==> src/logic/watchdog_reset_timer_consts.vh <==
// Constants for the watchdog and reset-source block: register addresses, fields and counts.
// Assumes an 8-bit special function register port driven by the CPU on the system clock.
`ifndef WATCHDOG_RESET_TIMER_CONSTS_VH
`define WATCHDOG_RESET_TIMER_CONSTS_VH

`define WATCHDOG_CONTROL_ADDR 8'he1
`define BOOT_CONTROL_ADDR 8'he7

`define WDC_FLAG_BIT 7
`define WDC_RUN_BIT 5
`define WDC_RESTART_BIT 4
`define WDC_IDLE_BIT 3
`define WDC_PS_MSB 2
`define WDC_PS_LSB 0

`define BOOT_AREA_BIT 6
`define BOOT_SOFT_RESET_BIT 5

`define CLK_DIV_LAST 4'hb
`define PRESCALE_WIDTH 8
`define COUNTER_WIDTH 15
`define COUNTER_LAST 15'h7fff

`endif

==> src/logic/watchdog_reset_timer.v <==
// Watchdog timer with reset-source tracking and boot area selection.
// Assumes nrst is the system reset, fed back from reset_request among others, and that
// power_on_rst is a synchronous power-on indication that outlasts nrst.
`timescale 1ns/10ps
`include "watchdog_reset_timer_consts.vh"

module watchdog_reset_timer (
  input wire sys_clk,
  input wire nrst,
  input wire power_on_rst,
  input wire idle_mode,
  input wire [7:0] sfr_addr,
  input wire sfr_wr,
  input wire [7:0] sfr_wdata,
  output reg [7:0] sfr_rdata,
  output reg reset_request,
  output reg boot_from_loader
);

  reg run_q;
  reg idle_cnt_q;
  reg [2:0] ps_sel_q;
  reg flag_q;
  reg [3:0] div12_q;
  reg [`PRESCALE_WIDTH-1:0] presc_q;
  reg [`COUNTER_WIDTH-1:0] count_q;
  reg boot_sel_q;
  reg [1:0] src_state_q;
  reg [1:0] src_state_d;
  reg [7:0] rdata_d;
  wire [`PRESCALE_WIDTH-1:0] presc_last;
  wire [`PRESCALE_WIDTH-1:0] presc_last_tab [0:7];

  // Reset source states: was the system reset now under way asked for by this block?
  localparam ST_NORMAL = 2'h0;
  localparam ST_REQUESTED = 2'h1;
  localparam ST_OWN_RESET = 2'h2;
  localparam ST_PIN_RESET = 2'h3;

  wire own_reset = (src_state_q == ST_REQUESTED) || (src_state_q == ST_OWN_RESET);

  wire wdc_wr = sfr_wr && (sfr_addr == `WATCHDOG_CONTROL_ADDR);
  wire boot_wr = sfr_wr && (sfr_addr == `BOOT_CONTROL_ADDR);
  wire restart = wdc_wr && sfr_wdata[`WDC_RESTART_BIT];
  wire soft_reset = boot_wr && sfr_wdata[`BOOT_SOFT_RESET_BIT];
  wire counting = run_q && !(idle_mode && !idle_cnt_q);
  wire div_tick = counting && (div12_q == `CLK_DIV_LAST);
  wire presc_tick = div_tick && (presc_q == presc_last);
  wire overflow = presc_tick && (count_q == `COUNTER_LAST);

  // prescale decode
  // One terminal count per select code, so the compare path sees a plain table look-up.
  genvar k;
  generate
    for (k = 0; k < 8; k = k + 1) begin : g_presc_code
      assign presc_last_tab[k] = (8'h02 << k) - 8'h01;
    end
  endgenerate

  assign presc_last = presc_last_tab[ps_sel_q];

  always @(posedge sys_clk) begin
    if (!nrst) begin
      div12_q <= 4'h0;
      presc_q <= 8'h00;
      count_q <= 15'h0000;
    end else if (restart) begin
      div12_q <= 4'h0;
      presc_q <= 8'h00;
      count_q <= 15'h0000;
    end else if (counting) begin
      div12_q <= div_tick ? 4'h0 : div12_q + 4'h1;
      if (div_tick) begin
        presc_q <= presc_tick ? 8'h00 : presc_q + 8'h01;
      end
      if (presc_tick) begin
        count_q <= count_q + 15'h0001;
      end
    end
  end

  always @(posedge sys_clk) begin
    if (!nrst) begin
      run_q <= 1'b0;
      idle_cnt_q <= 1'b0;
      ps_sel_q <= 3'h0;
    end else if (wdc_wr) begin
      run_q <= sfr_wdata[`WDC_RUN_BIT];
      idle_cnt_q <= sfr_wdata[`WDC_IDLE_BIT];
      ps_sel_q <= sfr_wdata[`WDC_PS_MSB:`WDC_PS_LSB];
    end
  end

  // sticky flag; only power-on clears it besides software, and a set wins over a software clear.
  always @(posedge sys_clk) begin
    if (power_on_rst) begin
      flag_q <= 1'b0;
    end else if (overflow) begin
      flag_q <= 1'b1;
    end else if (wdc_wr && !sfr_wdata[`WDC_FLAG_BIT]) begin
      flag_q <= 1'b0;
    end
  end

  // reset on overflow, soft reset pulse
  always @(posedge sys_clk) begin
    if (!nrst) begin
      reset_request <= 1'b0;
    end else begin
      reset_request <= overflow || soft_reset;
    end
  end

  // The request is held until nrst has gone low and risen again, so the outside reset logic may take
  // any number of cycles to act. A request that never turns into a reset makes the next pin reset
  // count as this block's own; the two cannot be told apart at the ports.
  always @* begin
    src_state_d = src_state_q;
    case (src_state_q)
      ST_NORMAL: begin
        if (!nrst) begin
          src_state_d = ST_PIN_RESET;
        end else if (overflow || soft_reset) begin
          src_state_d = ST_REQUESTED;
        end
      end
      ST_REQUESTED: begin
        if (!nrst) begin
          src_state_d = ST_OWN_RESET;
        end
      end
      ST_OWN_RESET, ST_PIN_RESET: begin
        // A request on the first edge after reset must not be lost.
        if (nrst) begin
          src_state_d = (overflow || soft_reset) ? ST_REQUESTED : ST_NORMAL;
        end
      end
      default: begin
        src_state_d = ST_NORMAL;
      end
    endcase
  end

  // Boot selection survives system reset so the area chosen before a soft reset is honoured after it.
  always @(posedge sys_clk) begin
    if (power_on_rst) begin
      boot_sel_q <= 1'b1;
      src_state_q <= ST_NORMAL;
      boot_from_loader <= 1'b1;
    end else begin
      src_state_q <= src_state_d;
      if (boot_wr) begin
        boot_sel_q <= sfr_wdata[`BOOT_AREA_BIT];
      end
      if (overflow) begin
        boot_sel_q <= 1'b0;
      end
      if (!nrst) begin
        // area select, loader on 60H, pin reset to application
        boot_from_loader <= own_reset ? boot_sel_q : 1'b0;
      end
    end
  end

  // bit 6 reads zero; restart and trigger read zero.
  wire [7:0] wdc_read = {flag_q, 1'b0, run_q, 1'b0, idle_cnt_q, ps_sel_q};
  wire [7:0] boot_read = {1'b0, boot_sel_q, 6'h00};

  always @* begin
    case (sfr_addr)
      `WATCHDOG_CONTROL_ADDR: begin
        rdata_d = wdc_read;
      end
      `BOOT_CONTROL_ADDR: begin
        rdata_d = boot_read;
      end
      default: begin
        rdata_d = 8'h00;
      end
    endcase
  end

  // Registered read data keeps the register port free of a combinational path through the decode.
  always @(posedge sys_clk) begin
    if (!nrst) begin
      sfr_rdata <= 8'h00;
    end else begin
      sfr_rdata <= rdata_d;
    end
  end

endmodule // watchdog_reset_timer

==> config.mk <==
export PLATFORM = sky130hd
export DESIGN_NAME = watchdog_reset_timer
export DESIGN_NICKNAME = d
export VERILOG_FILES = /design/src/logic/watchdog_reset_timer.v
export VERILOG_INCLUDE_DIRS = /design/src /design/src/logic
export SDC_FILE = /design/constraint.sdc
export NUM_CORES = 1
export LEC_CHECK = 0
export BUFFER_PORTS_ARGS = -buffer_cell sky130_fd_sc_hd__buf_2
export CAP_MARGIN = 20
export CORE_ASPECT_RATIO = 2
export CORE_MARGIN = 4
export CORE_UTILIZATION = 51
export DETAILED_ROUTE_END_ITERATION = 7
export HOLD_SLACK_MARGIN = 0.03
export PLACE_DENSITY = 0.73
export RECOVER_POWER = 25
export SYNTH_ARGS = -nofsm -noshare
export SYNTH_HDL_FRONTEND = slang
export SYNTH_SLANG_ARGS = --single-unit
==> constraint.sdc <==
create_clock -name sys_clk -period 2.6 [get_ports sys_clk]
set_input_delay 0.13 -clock sys_clk [delete_from_list [all_inputs] [get_ports sys_clk]]
set_output_delay 0.13 -clock sys_clk [all_outputs]
set_load 0.02 [all_outputs]
==> metrics.txt <==
Vias=1,859; Mapped Area=2180 um^2; Setup Skew=8.26 ps; final setup vio count=0; FMAX=0.412 GHz; wire per inst=13.4 um; Starting Density=0.528; fin crit share=0.934; Detailed Route Iter0 Violations=25; Leak Pwr=0.954 nW; syn nets=287; setup tns final=0 ps; Setup CP Type=reg -> reg; CP Max Fanout=26; htree depth=2; Synth top area share=0.413; Post-DRT Antenna Nets=0; DRC Markers=0; Worst Tran Pin Value=714 ps; Max Slew Vio Count=0; RSZ-0062 raised after global routing=no; WP data required=2820 ps; CTS root buf=clkbuf_8; largest area contributor in the netlist=dfxtp_1; Synth Flop Type=dfxtp_1; startpoint types=flop; status=completed; Cell Area, Placed=2370 um^2; core area=4130 um^2; synth top area cells=dfxtp_1, o21ai_0, ha_1; multi-input logic area=1180 um^2; crit path from=presc_q[1]; Final Instance Area=2450 um^2; Reg-to-Reg Start=presc_q[1]; FF/Latch Area=902 um^2; Critical Path End=count_q[11]; TritonCTS Buffers=5; R2R Path End=count_q[11]; register area share after synthesis=0.413; Reg2Reg Setup Slack=170 ps; die width=54.2 um; die area=5450 um^2; Slowest cell on crit path=or4_1; # rows=33; hold buffers post-CTS=0; Crit. End Element=flop; Via-to-Cell Ratio=5.45; Global Route Usage Sum=0.185; most frequent cells after synthesis=dfxtp_1, nor2_1, o21ai_0; data arrival time of the critical path=2650 ps; clock slew seen by the registers of the worst setup and hold paths=90 ps; clk sink count=45; hpwl dp=3.39 mm; GP Congestion=0.830; total gr overflow=0; worst hold path class=in -> reg; Ys Warns=0; final WL=4.56 mm; number of fill cells=394; antenna violations before repair=0; nets=317; largest net degree at the start of global routing=27; Power Density=536 nW/um^2; die height=100 um; cell with the most instances after synthesis=dfxtp_1; Mapped Cells=258; Pre-antenna DRT Iters=4; post-synth cell types=39; number of synthesized register bits=45; Rel. slew slack=0.523; # port buffers=29; Max-Cap Viols=0; number of flops mapped to enable cells by yosys=0; Worst IR Drop VDD=368 uV; delay of the slowest critical-path stage=560 ps; synth-to-layout area growth=12.3%; Hold Fails Final Rpt=0; Top-Level Pins=31; worst-skew pair later-pin latency=300 ps; Syn Area/Cell=8.45 um^2; Reg2Reg Depth=7; fin crit period=2430 ps; vias in the first global route=1,767; CP most frequent cell=or4_1; critical path cell sequence=or4_1 > o22ai_1 > a31oi_1 > or4_1 > buf_6 > or3_1 > a21oi_1; Inserted Diodes=0; clk buf depth=2; first-pass GRT wire length=7.53 mm; CTS tree=built; share of cells above drive strength 1=0.125; Async SR Flop Fraction=0
-- final cells by class --
cell class	instances	area share
Inverter	9	0.0138
Tap cell	52	0.0266
Clock buffer	6	0.0296
Clock inverter	2	0.00409
Sequential cell	45	0.368
Multi-Input combinational cell	192	0.483
Timing Repair Buffer	35	0.0741
-- cell usage in the layout, fill, tap and decap left out, types with 8 or more instances in the layout --
cell / count
dfxtp_1: 44
o21ai_0: 22
nor2_1: 22
nand3_1: 19
a21oi_1: 19
buf_2: 19
or3_1: 15
nand2_1: 14
clkbuf_1: 11
inv_1: 9
and2_1: 8
ha_1: 8
-- kinds of logic after synthesis --
kind of cell / Yosys count / share of synthesized area
multiplexers: 8 / 0.0373
flip-flops: 45 / 0.413
XOR/XNOR: 13 / 0.0522
other: 1 / 0.00172
buffers and inverters: 21 / 0.0470
adder cells (fa/ha/maj): 8 / 0.0459
AND/OR/NAND/NOR: 111 / 0.271
AO/OA/AOI/OAI: 51 / 0.131
-- power breakdown --
part           internal (mW)  switching, mW
registers              0.705         0.0176
clock network          0.187          0.234
logic                 0.0725         0.0968
total                  0.964          0.349
-- how the worst min path moves through the flow --
stage,from,end,slack [ps],depth (start not counted)
2_1_floorplan,power_on_rst,flag_q,200,1
3_3_place_gp,sfr_wdata[0],ps_sel_q[0],360,3
3_5_place_dp,sfr_wdata[2],ps_sel_q[2],380,3
4_1_cts,sfr_wdata[2],ps_sel_q[2],70,3
5_1_grt,power_on_rst,flag_q,80,2
6_report,sfr_wdata[3],idle_cnt_q,70,3
-- routing by layer --
metal | global-route usage | up-vias | part of all wire
met5 | 0 | - | 0
met4 | 0.0864 | 0 | 0.017
met3 | 0.0311 | 6 | 0.025
met2 | 0.330 | 21 | 0.56
met1 | 0.199 | 868 | 0.39
li1 | - | 964 | -
-- metrics by stage --
step | utilization | std cells | setup slack (ps) | hold WS (ps) | power, mW
final | 0.593 | 341 | 171 | 70.1 | 1.31
after global routing | 0.593 | 341 | 27.4 | 84.9 | 1.37
after CTS | 0.593 | 341 | 90.7 | 66.3 | 1.32
after detailed placement | 0.573 | 333 | 215 | 377 | 0.907
after global placement | 0.573 | 333 | 246 | 362 | 0.903
after floorplan | - | 258 | 82.1 | 199 | 0.861
-- timing repair --
action | 4_1_cts | 5_1_grt
resized for setup | 0 | 4
endpoints found under the setup margin | 0 | 15
setup buffers | 0 | 0
endpoints found under the hold margin | 0 | 0
-- sequential cells by signal, indices dropped and copies added, names as in the netlist --
| signal | flops |
|---|---|
| reset_request | 1 |
| src_state_q | 2 |
| count_q | 15 |
| boot_sel_q | 1 |
| idle_cnt_q | 1 |
| presc_q | 8 |
| boot_from_loader | 1 |
| ps_sel_q | 3 |
| run_q | 1 |
| flag_q | 1 |
| div12_q | 4 |
| sfr_rdata | 7 |
-- critical path, delay by kind of cell (launching register included) --
family,cells,cell delay (ps)
and+or+nand+nor,3,1450
buffers and inverters,1,190
AOI/OAI and AO/OA,3,340
DFF,1,360
(Power assumes the default switching activity.)
